===== src/rx_meas_pkg.sv =====
package rx_meas_pkg;
  localparam int CLK_MHZ = 100;
  // ----------------------------------------
  // register offsets
  // ----------------------------------------
  localparam logic [7:0] ADDR_RSSI_CONFIG = 8'h0e;
  localparam logic [7:0] ADDR_RSSI_THRESH = 8'h10;
  localparam logic [7:0] ADDR_RSSI_READING = 8'h11;
  localparam logic [7:0] ADDR_FILTER_WIDTH = 8'h12;
  localparam logic [7:0] ADDR_AGC_THR1 = 8'h20;
  localparam logic [7:0] ADDR_AGC_THR5 = 8'h24;
  localparam logic [7:0] ADDR_STATUS = 8'h25;
  localparam logic [7:0] ADDR_CONTROL = 8'h26;
  localparam logic [7:0] ADDR_INSTANT = 8'h27;
  localparam logic [7:0] ADDR_PACKET = 8'h28;
  localparam logic [7:0] ADDR_PACKET_SNR = 8'h29;
  localparam logic [7:0] ADDR_TEMP = 8'h2a;
  localparam logic [7:0] ADDR_SPREAD_BW = 8'h2b;
  // ----------------------------------------
  // reset values and fields
  // ----------------------------------------
  localparam logic [7:0] RST_RSSI_CONFIG = 8'h02;
  localparam logic [7:0] RST_RSSI_THRESH = 8'hff;
  localparam logic [7:0] RST_FILTER_WIDTH = 8'h15;
  localparam logic [7:0] RST_SPREAD_BW = 8'h00;
  localparam logic [4:0][7:0] RST_AGC_THR = {8'h50, 8'h64, 8'h78, 8'h8c, 8'ha0};
  localparam int CORR_LSB = 3;
  localparam int AVG_LSB = 0;
  localparam int MANT_LSB = 3;
  localparam int EXP_LSB = 0;
  localparam int CTRL_TEMP_OFF = 0;
  localparam int CTRL_CAL = 1;
  localparam logic [1:0] MANT_RESERVED = 2'h3;
  localparam logic [2:0] EXP_RESERVED = 3'h0;
  localparam logic [11:0] MANT_VAL_0 = 12'h010;
  localparam logic [11:0] MANT_VAL_1 = 12'h014;
  localparam logic [11:0] MANT_VAL_2 = 12'h018;
  localparam logic [5:0][2:0] LNA_GAIN_STEP = {3'h7, 3'h6, 3'h4, 3'h3, 3'h2, 3'h1};
  // ----------------------------------------
  // timing
  // ----------------------------------------
  localparam int REFRESH_NS_125 = 8000;
  localparam int REFRESH_NS_250 = 4000;
  localparam int REFRESH_NS_500 = 2000;
  localparam int REFRESH_CYC_125 = REFRESH_NS_125 * CLK_MHZ / 1000;
  localparam int REFRESH_CYC_250 = REFRESH_NS_250 * CLK_MHZ / 1000;
  localparam int REFRESH_CYC_500 = REFRESH_NS_500 * CLK_MHZ / 1000;
  localparam int TEMP_PERIOD_US = 100;
  localparam int TEMP_PERIOD_CYC = TEMP_PERIOD_US * CLK_MHZ;
  // ----------------------------------------
  // misc constants
  // ----------------------------------------
  localparam logic [7:0] CAL_REF_LEVEL = 8'h80;
  localparam logic [2:0] MODE_SLEEP = 3'h0;
  localparam logic [2:0] MODE_STANDBY = 3'h1;
  localparam logic [2:0] MODE_RX = 3'h5;
  localparam int PKT_AVG_SHIFT = 3;
  localparam int FIR_TAPS = 16;
  localparam logic [15:0][7:0] FIR_COEF = {8'h02, 8'h04, 8'h08, 8'h0e, 8'h16, 8'h1e, 8'h26,
    8'h2a, 8'h2a, 8'h26, 8'h1e, 8'h16, 8'h0e, 8'h08, 8'h04, 8'h02};
  // ----------------------------------------
  // types
  // ----------------------------------------
  typedef enum logic [2:0] {
    RX_OFF = 3'b001,
    RX_ENABLED = 3'b010,
    RX_ACTIVE = 3'b100
  } rx_state_type;
  typedef struct packed {
    logic [7:0] addr;
    logic [7:0] wdata;
    logic we;
    logic re;
  } reg_req_type;
  typedef struct packed {
    logic [11:0] sample;
    logic sample_valid;
    logic [7:0] level;
  } front_end_type;
endpackage


===== src/rx_signal_measurement.sv =====
// Operation
// - entering receive mode starts in enabled state, awaiting preamble or RSSI detection
// - once detection is met, go active and hand signal to packet engine
// - five ascending input thresholds pick one of six gain codes 001..111
// - rssi_reading is minus two times input dBm plus correction
// - rssi_correction is signed, -16 to +15 dB, added to the reading
// - average count code selects 2 to 256 samples, two to code plus one
// - response time follows sample count over four times filter width
// - RSSI calibration changes only when calibration is launched
// - packet level averages instant level; instant level readable anytime
// - instant level refreshes every reciprocal of signal bandwidth
// - channel filter is a sixteen-tap FIR in the decimation chain
// - filter width from mantissa 16/20/24 and exponent 1..7, others reserved
// - temperature monitor runs outside sleep and standby unless disabled
// - each finished temperature conversion lands in temp_reading
`timescale 1ns/1ps
module rx_signal_measurement import rx_meas_pkg::*; #(
  parameter int TEMP_PERIOD = TEMP_PERIOD_CYC
) (
  // clock and reset
  input wire logic clk,
  input wire logic srst,
  // register port
  input wire reg_req_type reg_req,
  output logic [7:0] rd_data,
  // front end
  input wire front_end_type fe_in,
  input wire logic [2:0] op_mode,
  input wire logic modem_spread,
  input wire logic preamble_found,
  input wire logic rx_restart,
  // spread-spectrum demodulator
  input wire logic header_valid_flag,
  input wire logic receive_done_flag,
  input wire logic [7:0] snr_estimate,
  // temperature sensor
  input wire logic temp_done,
  input wire logic [7:0] temp_code,
  output logic temp_start,
  // receiver outputs
  output logic [2:0] lna_gain_code,
  output logic rx_enabled,
  output logic rx_active,
  output logic cal_tone_on,
  output logic handoff_valid,
  output logic [15:0] handoff_data
);
  localparam int TW = $clog2(TEMP_PERIOD + 1);

  // ----------------------------------------
  // functions
  // ----------------------------------------
  function automatic logic [2:0] gain_step(input logic [7:0] rd, input logic [4:0][7:0] thr);
    logic [2:0] idx;
    idx = 3'h5;
    for (int i = 4; i >= 0; i--) begin
      if (rd >= thr[i]) begin
        idx = 3'(i);
      end
    end
    return LNA_GAIN_STEP[idx];
  endfunction

  function automatic logic [7:0] sat8(input logic signed [10:0] v);
    if (v < 0) begin
      return 8'h00;
    end else if (v > 11'sd255) begin
      return 8'hff;
    end
    return v[7:0];
  endfunction

  // ----------------------------------------
  // registers
  // ----------------------------------------
  logic [7:0] rssi_cfg_r;
  logic [7:0] rssi_thresh_r;
  logic [7:0] filt_r;
  logic [7:0] spread_bw_r;
  logic [4:0][7:0] agc_thr_r;
  logic temp_off_r;
  logic cal_busy_r;
  logic signed [8:0] cal_trim_r;
  logic [7:0] rssi_reading_r;
  logic rssi_valid_r;
  logic [7:0] inst_level_r;
  logic [7:0] pkt_avg_r;
  logic [7:0] packet_level_r;
  logic [7:0] packet_snr_r;
  logic [7:0] temp_reading_r;
  rx_state_type rx_st_r;
  rx_state_type rx_nxt;

  logic [2:0] avg_code;
  logic [4:0] corr;
  logic [8:0] win;
  logic [3:0] win_shift;
  logic wr_hit;
  logic cfg_restart;
  logic cal_launch;
  logic [1:0] new_mant;
  logic [2:0] new_exp;

  assign avg_code = rssi_cfg_r[AVG_LSB +: 3];
  assign corr = rssi_cfg_r[CORR_LSB +: 5];
  assign win_shift = 4'(avg_code) + 4'h1;
  assign win = 9'h001 << win_shift;
  assign wr_hit = reg_req.we;
  assign cfg_restart = wr_hit && reg_req.addr == ADDR_RSSI_CONFIG
    && reg_req.wdata[AVG_LSB +: 3] != avg_code;
  assign cal_launch = wr_hit && reg_req.addr == ADDR_CONTROL && reg_req.wdata[CTRL_CAL];
  assign new_mant = reg_req.wdata[MANT_LSB +: 2];
  assign new_exp = reg_req.wdata[EXP_LSB +: 3];

  always_ff @(posedge clk) begin
    if (srst) begin
      rssi_cfg_r <= RST_RSSI_CONFIG;
      rssi_thresh_r <= RST_RSSI_THRESH;
      filt_r <= RST_FILTER_WIDTH;
      spread_bw_r <= RST_SPREAD_BW;
      agc_thr_r <= RST_AGC_THR;
      temp_off_r <= 1'b0;
    end else if (wr_hit) begin
      case (reg_req.addr)
        ADDR_RSSI_CONFIG: rssi_cfg_r <= reg_req.wdata;
        ADDR_RSSI_THRESH: rssi_thresh_r <= reg_req.wdata;
        ADDR_FILTER_WIDTH: begin
          // reserved settings are ignored
          if (new_mant != MANT_RESERVED && new_exp != EXP_RESERVED) begin
            filt_r <= {3'h0, new_mant, new_exp};
          end
        end
        ADDR_SPREAD_BW: spread_bw_r <= {6'h00, reg_req.wdata[1:0]};
        ADDR_CONTROL: temp_off_r <= reg_req.wdata[CTRL_TEMP_OFF];
        default: begin
          if (reg_req.addr >= ADDR_AGC_THR1 && reg_req.addr <= ADDR_AGC_THR5) begin
            agc_thr_r[3'(reg_req.addr - ADDR_AGC_THR1)] <= reg_req.wdata;
          end
        end
      endcase
    end
  end

  a_filt_legal: assert property (@(posedge clk) disable iff (srst)
    filt_r[MANT_LSB +: 2] != MANT_RESERVED && filt_r[EXP_LSB +: 3] != EXP_RESERVED)
    else $error("filter width holds a reserved setting");

  // ----------------------------------------
  // channel filter and decimation
  // ----------------------------------------
  logic [15:0] fir_out;
  logic fir_valid;
  logic [11:0] dec_ratio;
  logic [11:0] dec_cnt_r;
  logic dec_tick;

  channel_fir #(.DW(12), .TAPS(FIR_TAPS)) u_fir (
    .clk(clk),
    .srst(srst),
    .in_sample(fe_in.sample),
    .in_valid(fe_in.sample_valid),
    .out_sample(fir_out),
    .out_valid(fir_valid)
  );

  // ratio = mantissa * 2^exp; width = crystal / (4 * ratio)
  always_comb begin
    case (filt_r[MANT_LSB +: 2])
      2'h0: dec_ratio = MANT_VAL_0 << filt_r[EXP_LSB +: 3];
      2'h1: dec_ratio = MANT_VAL_1 << filt_r[EXP_LSB +: 3];
      default: dec_ratio = MANT_VAL_2 << filt_r[EXP_LSB +: 3];
    endcase
  end

  assign dec_tick = fir_valid && dec_cnt_r >= dec_ratio - 12'h001;

  always_ff @(posedge clk) begin
    if (srst) begin
      dec_cnt_r <= '0;
    end else if (dec_tick) begin
      dec_cnt_r <= '0;
    end else if (fir_valid) begin
      dec_cnt_r <= dec_cnt_r + 12'h001;
    end
  end

  // ----------------------------------------
  // corrected level and calibration
  // ----------------------------------------
  logic signed [10:0] lvl_sum;
  logic [7:0] level_corr;

  // reading = -2 * dBm + correction, plus calibration trim
  assign lvl_sum = $signed({3'b000, fe_in.level}) + 11'(cal_trim_r) + 11'($signed(corr));
  assign level_corr = sat8(lvl_sum);

  always_ff @(posedge clk) begin
    if (srst) begin
      cal_busy_r <= 1'b0;
      cal_trim_r <= '0;
    end else begin
      if (cal_busy_r && dec_tick) begin
        cal_busy_r <= 1'b0;
        cal_trim_r <= $signed({1'b0, CAL_REF_LEVEL}) - $signed({1'b0, fe_in.level});
      end
      if (cal_launch) begin
        cal_busy_r <= 1'b1;
      end
    end
  end

  always_ff @(posedge clk) begin
    if (srst) begin
      cal_tone_on <= 1'b0;
    end else begin
      cal_tone_on <= cal_busy_r;
    end
  end

  a_cal_only_launch: assert property (@(posedge clk) disable iff (srst)
    cal_trim_r != $past(cal_trim_r) |-> $past(cal_busy_r) && $past(dec_tick))
    else $error("calibration trim moved without a launch");

  // ----------------------------------------
  // rssi smoothing window
  // ----------------------------------------
  logic [7:0] pend_r;
  logic pend_v_r;
  logic [7:0] wr_ptr_r;
  logic [8:0] fill_r;
  logic [15:0] sum_r;
  logic [15:0] sum_nxt;
  logic [7:0] old_sample;
  logic win_full;

  window_mem #(.DW(8), .DEPTH(256)) u_win (
    .clk(clk),
    .srst(srst),
    .we(pend_v_r),
    .waddr(wr_ptr_r),
    .wdata(pend_r),
    .raddr(wr_ptr_r - win[7:0]),
    .rdata(old_sample)
  );

  assign win_full = fill_r == win;
  assign sum_nxt = sum_r + 16'(pend_r) - (win_full ? 16'(old_sample) : 16'h0000);

  // one sample per decimated output paces the response time
  always_ff @(posedge clk) begin
    if (srst || cfg_restart) begin
      pend_r <= '0;
      pend_v_r <= 1'b0;
    end else begin
      pend_v_r <= dec_tick && !cal_busy_r;
      if (dec_tick) begin
        pend_r <= level_corr;
      end
    end
  end

  always_ff @(posedge clk) begin
    if (srst || cfg_restart) begin
      sum_r <= '0;
      fill_r <= '0;
      wr_ptr_r <= '0;
      rssi_valid_r <= 1'b0;
      rssi_reading_r <= '0;
    end else if (pend_v_r) begin
      sum_r <= sum_nxt;
      wr_ptr_r <= wr_ptr_r + 8'h01;
      if (!win_full) begin
        fill_r <= fill_r + 9'h001;
      end
      if (win_full || fill_r + 9'h001 == win) begin
        rssi_valid_r <= 1'b1;
        rssi_reading_r <= 8'(sum_nxt >> win_shift);
      end
    end
  end

  a_window_publish: assert property (@(posedge clk) disable iff (srst)
    pend_v_r && !cfg_restart && fill_r == win - 9'h001 |=> rssi_valid_r)
    else $error("reading not published when window filled");

  a_window_wait: assert property (@(posedge clk) disable iff (srst)
    !rssi_valid_r && fill_r < win - 9'h001 |=> !rssi_valid_r)
    else $error("reading published before window filled");

  // ----------------------------------------
  // gain control
  // ----------------------------------------
  always_ff @(posedge clk) begin
    if (srst) begin
      lna_gain_code <= LNA_GAIN_STEP[0];
    end else if (rssi_valid_r) begin
      lna_gain_code <= gain_step(rssi_reading_r, agc_thr_r);
    end else begin
      lna_gain_code <= LNA_GAIN_STEP[0];
    end
  end

  a_gain_weak: assert property (@(posedge clk) disable iff (srst)
    rssi_valid_r && rssi_reading_r >= agc_thr_r[0] |=> lna_gain_code == 3'h1)
    else $error("weak input did not select the top gain code");

  a_gain_strong: assert property (@(posedge clk) disable iff (srst)
    rssi_valid_r && rssi_reading_r < agc_thr_r[4] && rssi_reading_r < agc_thr_r[3]
    && rssi_reading_r < agc_thr_r[2] && rssi_reading_r < agc_thr_r[1]
    && rssi_reading_r < agc_thr_r[0] |=> lna_gain_code == 3'h7)
    else $error("strong input did not select the lowest gain code");

  // ----------------------------------------
  // receiver states
  // ----------------------------------------
  always_comb begin
    rx_nxt = rx_st_r;
    case (rx_st_r)
      RX_OFF: begin
        if (op_mode == MODE_RX) begin
          rx_nxt = RX_ENABLED;
        end
      end
      RX_ENABLED: begin
        if (op_mode != MODE_RX) begin
          rx_nxt = RX_OFF;
        end else if (preamble_found || (rssi_valid_r && rssi_reading_r <= rssi_thresh_r)) begin
          rx_nxt = RX_ACTIVE;
        end
      end
      RX_ACTIVE: begin
        if (op_mode != MODE_RX) begin
          rx_nxt = RX_OFF;
        end else if (rx_restart) begin
          rx_nxt = RX_ENABLED;
        end
      end
      default: rx_nxt = RX_OFF;
    endcase
  end

  always_ff @(posedge clk) begin
    if (srst) begin
      rx_st_r <= RX_OFF;
      rx_enabled <= 1'b0;
      rx_active <= 1'b0;
    end else begin
      rx_st_r <= rx_nxt;
      rx_enabled <= rx_nxt == RX_ENABLED;
      rx_active <= rx_nxt == RX_ACTIVE;
    end
  end

  always_ff @(posedge clk) begin
    if (srst) begin
      handoff_valid <= 1'b0;
      handoff_data <= '0;
    end else begin
      handoff_valid <= dec_tick && rx_st_r == RX_ACTIVE;
      handoff_data <= fir_out;
    end
  end

  a_rx_enter_enabled: assert property (@(posedge clk) disable iff (srst)
    rx_st_r == RX_OFF && op_mode == MODE_RX |=> rx_enabled && !rx_active)
    else $error("receive mode did not start in the enabled state");

  a_rx_go_active: assert property (@(posedge clk) disable iff (srst)
    rx_st_r == RX_ENABLED && op_mode == MODE_RX && preamble_found |=> rx_active)
    else $error("detection did not activate the receiver");

  // ----------------------------------------
  // spread-spectrum signal levels
  // ----------------------------------------
  logic [9:0] ref_cnt_r;
  logic [9:0] ref_load;
  logic refresh_tick;
  logic in_pkt_r;

  always_comb begin
    case (spread_bw_r[1:0])
      2'h0: ref_load = 10'(REFRESH_CYC_125 - 1);
      2'h1: ref_load = 10'(REFRESH_CYC_250 - 1);
      default: ref_load = 10'(REFRESH_CYC_500 - 1);
    endcase
  end

  assign refresh_tick = ref_cnt_r == 10'h000;

  // instant level refreshed once per reciprocal bandwidth
  always_ff @(posedge clk) begin
    if (srst) begin
      ref_cnt_r <= '0;
      inst_level_r <= '0;
    end else begin
      ref_cnt_r <= refresh_tick ? ref_load : ref_cnt_r - 10'h001;
      if (refresh_tick) begin
        inst_level_r <= level_corr;
      end
    end
  end

  // packet level is a running average over the packet
  always_ff @(posedge clk) begin
    if (srst) begin
      in_pkt_r <= 1'b0;
      pkt_avg_r <= '0;
      packet_level_r <= '0;
      packet_snr_r <= '0;
    end else if (modem_spread) begin
      if (header_valid_flag) begin
        in_pkt_r <= 1'b1;
        pkt_avg_r <= inst_level_r;
      end else if (in_pkt_r && refresh_tick) begin
        pkt_avg_r <= 8'(({3'b000, pkt_avg_r} * 11'd7 + {3'b000, inst_level_r}) >> PKT_AVG_SHIFT);
      end
      if (receive_done_flag) begin
        in_pkt_r <= 1'b0;
        packet_level_r <= pkt_avg_r;
        packet_snr_r <= snr_estimate;
      end
    end
  end

  a_refresh_gap: assert property (@(posedge clk) disable iff (srst)
    refresh_tick && spread_bw_r[1:0] == 2'h2 |=> !refresh_tick [*8])
    else $error("instant level refreshed too early");

  // ----------------------------------------
  // temperature monitor
  // ----------------------------------------
  logic temp_en;
  logic [TW-1:0] temp_cnt_r;

  assign temp_en = !temp_off_r && op_mode != MODE_SLEEP && op_mode != MODE_STANDBY;

  always_ff @(posedge clk) begin
    if (srst) begin
      temp_cnt_r <= '0;
      temp_start <= 1'b0;
    end else if (!temp_en) begin
      temp_cnt_r <= '0;
      temp_start <= 1'b0;
    end else begin
      temp_start <= temp_cnt_r == TW'(TEMP_PERIOD - 1);
      temp_cnt_r <= temp_cnt_r == TW'(TEMP_PERIOD - 1) ? '0 : temp_cnt_r + TW'(1);
    end
  end

  always_ff @(posedge clk) begin
    if (srst) begin
      temp_reading_r <= '0;
    end else if (temp_done) begin
      temp_reading_r <= temp_code;
    end
  end

  a_temp_stopped: assert property (@(posedge clk) disable iff (srst)
    !temp_en |=> !temp_start)
    else $error("temperature conversion started while stopped");

  a_temp_store: assert property (@(posedge clk) disable iff (srst)
    temp_done ##1 !temp_done [*2] |-> temp_reading_r == $past(temp_code, 2))
    else $error("conversion result not stored");

  // ----------------------------------------
  // register read
  // ----------------------------------------
  always_ff @(posedge clk) begin
    if (srst) begin
      rd_data <= '0;
    end else if (reg_req.re) begin
      case (reg_req.addr)
        ADDR_RSSI_CONFIG: rd_data <= rssi_cfg_r;
        ADDR_RSSI_THRESH: rd_data <= rssi_thresh_r;
        ADDR_RSSI_READING: rd_data <= rssi_reading_r;
        ADDR_FILTER_WIDTH: rd_data <= filt_r;
        ADDR_STATUS: rd_data <= {1'b0, rssi_valid_r, cal_busy_r, rx_active, rx_enabled,
          lna_gain_code};
        ADDR_CONTROL: rd_data <= {6'h00, cal_busy_r, temp_off_r};
        ADDR_INSTANT: rd_data <= inst_level_r;
        ADDR_PACKET: rd_data <= packet_level_r;
        ADDR_PACKET_SNR: rd_data <= packet_snr_r;
        ADDR_TEMP: rd_data <= temp_reading_r;
        ADDR_SPREAD_BW: rd_data <= spread_bw_r;
        default: begin
          if (reg_req.addr >= ADDR_AGC_THR1 && reg_req.addr <= ADDR_AGC_THR5) begin
            rd_data <= agc_thr_r[3'(reg_req.addr - ADDR_AGC_THR1)];
          end else begin
            rd_data <= 8'h00;
          end
        end
      endcase
    end else begin
      rd_data <= 8'h00;
    end
  end
endmodule


===== src/window_mem.sv =====
`timescale 1ns/1ps
module window_mem #(
  parameter int DW = 8,
  parameter int DEPTH = 256,
  parameter int AW = $clog2(DEPTH)
) (
  // clock and reset
  input wire logic clk,
  input wire logic srst,
  // write side
  input wire logic we,
  input wire logic [AW-1:0] waddr,
  input wire logic [DW-1:0] wdata,
  // read side
  input wire logic [AW-1:0] raddr,
  output logic [DW-1:0] rdata
);
  logic [DW-1:0] mem [DEPTH];

  always_ff @(posedge clk) begin
    if (we) begin
      mem[waddr] <= wdata;
    end
  end

  always_ff @(posedge clk) begin
    if (srst) begin
      rdata <= '0;
    end else begin
      rdata <= mem[raddr];
    end
  end
endmodule


===== src/channel_fir.sv =====
`timescale 1ns/1ps
module channel_fir import rx_meas_pkg::*; #(
  parameter int DW = 12,
  parameter int TAPS = FIR_TAPS
) (
  // clock and reset
  input wire logic clk,
  input wire logic srst,
  // samples in
  input wire logic [DW-1:0] in_sample,
  input wire logic in_valid,
  // filtered samples out
  output logic [15:0] out_sample,
  output logic out_valid
);
  localparam int ACCW = DW + 12;
  logic signed [DW-1:0] taps_r [TAPS];
  logic signed [ACCW-1:0] acc;

  // sixteen-tap low-pass, symmetric coefficients
  always_comb begin
    acc = '0;
    for (int i = 0; i < TAPS; i++) begin
      acc = acc + ACCW'(taps_r[i] * $signed(FIR_COEF[i]));
    end
  end

  always_ff @(posedge clk) begin
    if (srst) begin
      for (int i = 0; i < TAPS; i++) begin
        taps_r[i] <= '0;
      end
    end else if (in_valid) begin
      taps_r[0] <= $signed(in_sample);
      for (int i = 1; i < TAPS; i++) begin
        taps_r[i] <= taps_r[i-1];
      end
    end
  end

  always_ff @(posedge clk) begin
    if (srst) begin
      out_sample <= '0;
      out_valid <= 1'b0;
    end else begin
      out_valid <= in_valid;
      out_sample <= acc[ACCW-1 -: 16];
    end
  end
endmodule


===== config.mk =====
export PLATFORM = sky130hd
export DESIGN_NAME = rx_signal_measurement
export DESIGN_NICKNAME = d
export VERILOG_FILES = /design/src/rx_meas_pkg.sv /design/src/rx_signal_measurement.sv /design/src/window_mem.sv /design/src/channel_fir.sv
export SDC_FILE = /design/constraint.sdc
export NUM_CORES = 2
export LEC_CHECK = 0
export BUFFER_PORTS_ARGS = -buffer_cell sky130_fd_sc_hd__buf_2
export CORE_ASPECT_RATIO = 1.25
export CORE_MARGIN = 3
export CORE_UTILIZATION = 40
export CTS_BUF_LIST = sky130_fd_sc_hd__clkbuf_2 sky130_fd_sc_hd__clkbuf_4 sky130_fd_sc_hd__clkbuf_8
export DETAILED_ROUTE_END_ITERATION = 10
export PLACE_DENSITY = 0.64
export SETUP_SLACK_MARGIN = 0.4
export SLEW_MARGIN = 15
export SYNTH_ARGS = -nofsm -noshare
export SYNTH_HDL_FRONTEND = slang
export SYNTH_SLANG_ARGS = --single-unit

===== constraint.sdc =====
create_clock -name clk -period 14.9 [get_ports clk]
set_input_delay 0.745 -clock clk [delete_from_list [all_inputs] [get_ports clk]]
set_output_delay 0.745 -clock clk [all_outputs]
set_load 0.005 [all_outputs]

[Yosys cells after proc, flatten, opt, wreduce, memory -nomap -nowiden]
Memory sizes are Yosys's and may differ from the RTL's. A register that Yosys moved wholly into a read port is not among the register bits.
Index checks and enable logic that the tools add are counted.
Storage, ports and cells
  bits in registers: 251
  RAM bits: 2240
  ROM bits: 24
  input port bits: 66
  output and inout bits: 32
  logic and storage cells: 250
  memories: 3
Memories
  u_win.mem: words 256, bits a word 8, rd ports 1, clocked after Yosys merged registers in 1, wr ports 1, RTL line window_mem.sv:18  | logic [DW-1:0] mem [DEPTH];
  u_fir.taps_r: words 16, bits a word 12, rd ports 16, clocked after Yosys merged registers in 0, wr ports 16, RTL line channel_fir.sv:17  | logic signed [DW-1:0] taps_r [TAPS];
  (name not given): words 8, bits a word 3, rd ports 1, clocked after Yosys merged registers in 1, wr ports 0, RTL line rx_signal_measurement.sv:61  | return LNA_GAIN_STEP[idx];
Operators by class
  add/subtract/negate cells: 30
  multipliers: 11
  magnitude comparators: 13
  equality and inequality tests: 26
  shifts and indexed selects: 5
  mux-type cells: 58
  bitwise logic cells: 21
  reductions and logical operators: 45
Operators with widths (count)
  $add 24x24->24: 10
  $mux 12: 16
  $pmux 8 s11: 1
  $mul 12x6->18 const B: 4
  $mux 8: 9
  $mul 12x5->17 const B: 4
  $eq 8x6->1 const B: 7
  $bwmux 40: 1
  $ge 8x8->1: 5
  $shl 5x3->12 const A: 3
  $mux 3: 11
  $mul 12x4->16 const B: 2
  $add 24x13->24: 1
  $add 24x14->24: 1
  $add 24x15->24: 1
  $bmux 8 s3: 1
  $demux 8 s3: 1
  $eq 8x5->1 const B: 3
  $pmux 12 s2: 1
  $pmux 10 s2: 1
  $eq 9x9->1: 2
  $reduce_and 2->1: 9
  $add 15x15->16: 1
  $add 16x8->16: 1
  52 further kinds: 113

[Logic depth before layout (Yosys ltp)]
An unclocked memory read counts as a cell.
  depth in word-level cells: 16
  gate-level depth with buffers: 33
  mapped depth without buffers: 33

[By module]
A second synthesis with hierarchy kept.
Second synthesis, totals
  cells, all modules: 8281
  area, all modules: 120968.5 µm²
Modules (own cells, without submodules)
  window_mem: times used 1, cells an instance 4027, area each 80597.3 µm², sequential area each 61659.1 µm²
  channel_fir: times used 1, cells an instance 2501, area each 25700.9 µm², sequential area each 6105.9 µm²
  rx_signal_measurement: times used 1, cells an instance 1753, area each 14670.3 µm², sequential area each 4744.6 µm²

[Least setup slack after synthesis]
OpenSTA, ideal clock, no wires.
  kind: reg2reg
  start: memory u_fir.taps_r[5][0]
  end: register u_fir.out_sample[15]
  data arrival time: 8223 ps
  required time: 14772 ps
  setup slack: 6550 ps
  cell stages (with the launch flop): 31
  buffers on the path: 0
  period minus slack after synthesis: 8350 ps
  path through: edfxtp_1 > ha_1 > ha_1 > inv_1 > fa_1 > inv_1 > fa_1 > a21o_1 > a21oi_1 > nor2b_1 > o21a_1 > o41a_1 > a41oi_1 > a21oi_1 > xnor2_1 > fa_1 > fa_1 > inv_1 > fa_1 > fa_1 > fa_1 > fa_1 > ha_1 > a21o_1 > a21o_1 > a221o_1 > a31oi_1 > o211ai_1 > a31oi_1 > xnor2_1 > nor2_1
RTL lines
  from (decl): RTL line channel_fir.sv:17
  to (signal assigned): RTL line channel_fir.sv:47  | out_sample <= acc[ACCW-1 -: 16];
  to (decl): RTL line channel_fir.sv:13  | output logic [15:0] out_sample,

==> metrics.md <==
| Metric | Value |
|---|---|
| Run status | finished, final reports clean |
| Num Clock Sinks | 2502 |
| Tightest Pin Transition | 1.18 ns |
| Slew Limit Headroom | 0.211 |
| CTS Buffer Depth | 4 |
| Fmax | about 110 MHz |
| Fin area | ~130000 µm² |
| Syn Nets | 8562 |
| Final HPWL DP | 187000 µm |
| Final setup viols | 0 |
| Root Buffer Master | clkbuf_8 |
| Vias in the first global route | 69500 |
| H-tree Lvls | 5 |
| GRT Util Overall | 0.187 |
| Final Cycle Share | 0.605 |
| Ratio of cells with drive above 1 in the final layout | 0.181 |
| CP top delay family | adder cells |
| Hold depth | 2 |
| Final Wtd Congestion | 0.867 |
| R2R Path Start | u_fir.taps_r[5][0] |
| ANT nets after route | 0 |
| Primary FF master, synth | edfxtp_1 |
| Register area | 72500 µm² |
| First-pass GRT wire length | 436000 µm |
| HP Start | fe_in[16] |
| Die Span Y | about 620 µm |
| Area of the core | 296000 µm² |
| CP max-delay cell | fa_1 |
| Gr ovfl total | 0 |
| Clock Latency Late Sink | slightly above 1 ns |
| Die width | between 400 and 500 µm |
| Syn_area_per_cell | around 16 µm² |
| Post-Syn Instances | 7675 |
| Startpoint types | flop |
| PostCTS Resize Cnt | 0 |
| Synthesized area | 119000 µm² |
| Final min period | roughly 9 ns |
| Slew Viols, Final | 0 |
| # hold bufs at CTS | 27 |
| Cell area after placement | around 120000 µm² |
| Critical path arrival | 9.79 ns |
| Flops & latches, synth | 2502 |
| Pre-CTS WS | 5.87 ns |
| Most frequent CP cell | fa_1 |
| Crit path buffers/inverters | 3 |
| WL final | 288000 µm |
| Path depth of the worst reg2reg path | 30 |
| First-pass iteration count of the detailed router | 6 |
| Hold endpoint | u_fir.taps_r[0][7] |
| IO Count | 98 |
| WL/cell | 23.6 µm |
| Rows | roughly 220 |
| Finished Core Util | 0.447 |
| Flop2flop setup slack | 5.89 ns |
| Leading area contributor after synthesis | edfxtp_1 |
| Sequential share of the synthesized area | 0.607 |
| Initial Util | 0.403 |
| Library cells used by synthesis | 86 |
| Total of max-cap violations | 0 |
| Critical path type | flop to flop |
| EDFF count, synth | roughly 2200 |
| Max VDD drop | 1580 µV |
| Final Skew | 0.107 ns |
| Critical Path End Type | flop |
| Post-CTS Setup Inserts | 0 |
| Fill cell count | 25800 |
| Unrepaired setup endpoints after global routing | no |
| Post-synth top cells | edfxtp_1 (2240), inv_1 (752), mux4_2 (608) |
| CTS clk-pin slew, worst paths | 0.06 ns |
| Worst EP required | 15.68 ns |
| PD cells | 232 nW/µm² |
| Port Buffers | 97 |
| Cts bufs inserted | 392 |
| CP peak stage delay | 0.55 ns |
| Main area contributors after synthesis | edfxtp_1 (56%), mux4_2 (11%), fa_1 (6.2%), ha_1 (4.7%), dfxtp_1 (4.4%) |
| Vias | 66500 |
| Final Hold Fails | 0 |
| Ys async rst share | 0 |
| Setup_tns | 0 ns |
| Layout overhead on the synthesized area | 10.8% |
| Synth warnings | 0 |
| Total power | 30.7 mW |
| Synth top area share | 0.563 |
| LEAKAGE | 47.9 nW |
| Final Worst Setup Slack | 5.89 ns |
| Largest net degree at the start of global routing | 239 |
| # DRC | 0 |
| Via-to-Cell Ratio | 5.46 |
| Die area | 305000 µm² |
| CTS tree | done |
| Iter 0 DRT Violations | 5961 |
| Final net count | 8840 |
| Multi-input logic area | 42800 µm² |
| Max FO, Critical Path | 5 |
| R2r endpoint | u_fir.out_sample[15] |
| Initial antenna violation count | 12 |
| Top-count cell post-synth | edfxtp_1 |
| Worst hold path type | primary input to flop |
## power breakdown
group / internal, mW / total [mW] / switching [mW]
Clock: 3.10 / 5.78 / 2.68
Combinational: 7.51 / 17.0 / 9.52
Sequential: 7.80 / 7.90 / 0.101
## logic make-up (layout without fill, tap and decap cells)
| family | count (synthesis) | in the layout | share of synthesized area |
|---|---|---|---|
| other | 0 | 5 | 0 |
| adder cells (fa/ha/maj) | 821 | 821 | 0.109 |
| AND/OR/NAND/NOR | 1554 | 1554 | 0.0612 |
| flip-flops | 2502 | 2502 | 0.607 |
| AO/OA/AOI/OAI | 718 | 718 | 0.0418 |
| buffers and inverters | 1077 | 1655 | 0.0355 |
| XOR/XNOR | 262 | 262 | 0.0192 |
| multiplexers | 741 | 741 | 0.126 |
## through the flow
| step | hold WS (ns) | cells |
|---|---|---|
| 6_report | 0.0959 | 12200 |
| 3_5_place_dp | 0.432 | 11500 |
| 2_1_floorplan | 0.414 | 7675 |
| 4_1_cts | 0.00149 | 12200 |
| 5_1_grt | 0.0679 | 12200 |
| 3_3_place_gp | 0.435 | 11500 |
## registers in the layout (all words and copies together) (netlist names), 9 cells and up
signal / cells
u_fir.out_sample: 16
u_win.mem: 2048
agc_thr_r: 40
ref_cnt_r: 10
handoff_data: 16
temp_cnt_r: 14
sum_r: 16
cal_trim_r: 9
u_fir.taps_r: 192
dec_cnt_r: 12
fill_r: 9
## how the worst max path moves through the flow
stage	slack, ns	endpoint	start	cells after the start
after floorplan	6.55	u_fir.out_sample[15]	u_fir.taps_r[5][0]	30
after global placement	5.80	u_fir.out_sample[13]	u_fir.taps_r[5][0]	30
after detailed placement	5.87	u_fir.out_sample[13]	u_fir.taps_r[5][0]	30
after CTS	5.84	u_fir.out_sample[13]	u_fir.taps_r[5][0]	30
after global routing	5.35	u_fir.out_sample[15]	u_fir.taps_r[5][0]	30
final	5.89	u_fir.out_sample[15]	u_fir.taps_r[5][0]	30
## layer usage
metal | vias up | track usage | share of wire | wire length, µm
met5 | - | 0 | 0.000045 | 13
met4 | 2 | 0.0654 | 0.034 | 9730
met3 | 514 | 0.0294 | 0.068 | 19500
met2 | 2406 | 0.322 | 0.51 | 147000
met1 | 34400 | 0.239 | 0.39 | 112000
li1 | 29200 | - | - | -
## area by class of cell
type	count	area share
diodes	5	0.0000945
well taps	3937	0.0372
repair buffers	207	0.0113
multi-input cells	4096	0.324
inverters	754	0.0214
clock inverters	157	0.00822
flip-flops and latches	2502	0.548
clock buffers	537	0.0499
## layout by cell type (no fill, tap or decap), types with 21 or more instances in the layout
cell and instances:
nor3_1 81, o21ai_0 114, a211oi_1 25, clkbuf_8 412, a221oi_1 32, nor2_1 551, a21o_1 58, nand2_1 345
o211ai_1 49, a21oi_1 170, mux2i_1 105, nand2b_1 29, a31oi_1 24, or3_1 21, and3_1 45, xor2_1 95
buf_2 96, inv_1 752, mux2_2 28, fa_1 367, buf_4 74, mux4_2 608, dlygate4sd3_1 27, o21a_1 30
nand3_1 118, xnor2_1 163, dfxtp_1 253, nand4_1 25, ha_1 452, edfxtp_1 2240, nor2b_1 107, clkinv_1 88
clkinv_2 38, and2_1 159, clkbuf_4 126
Power figures use the tool's default switching activity.
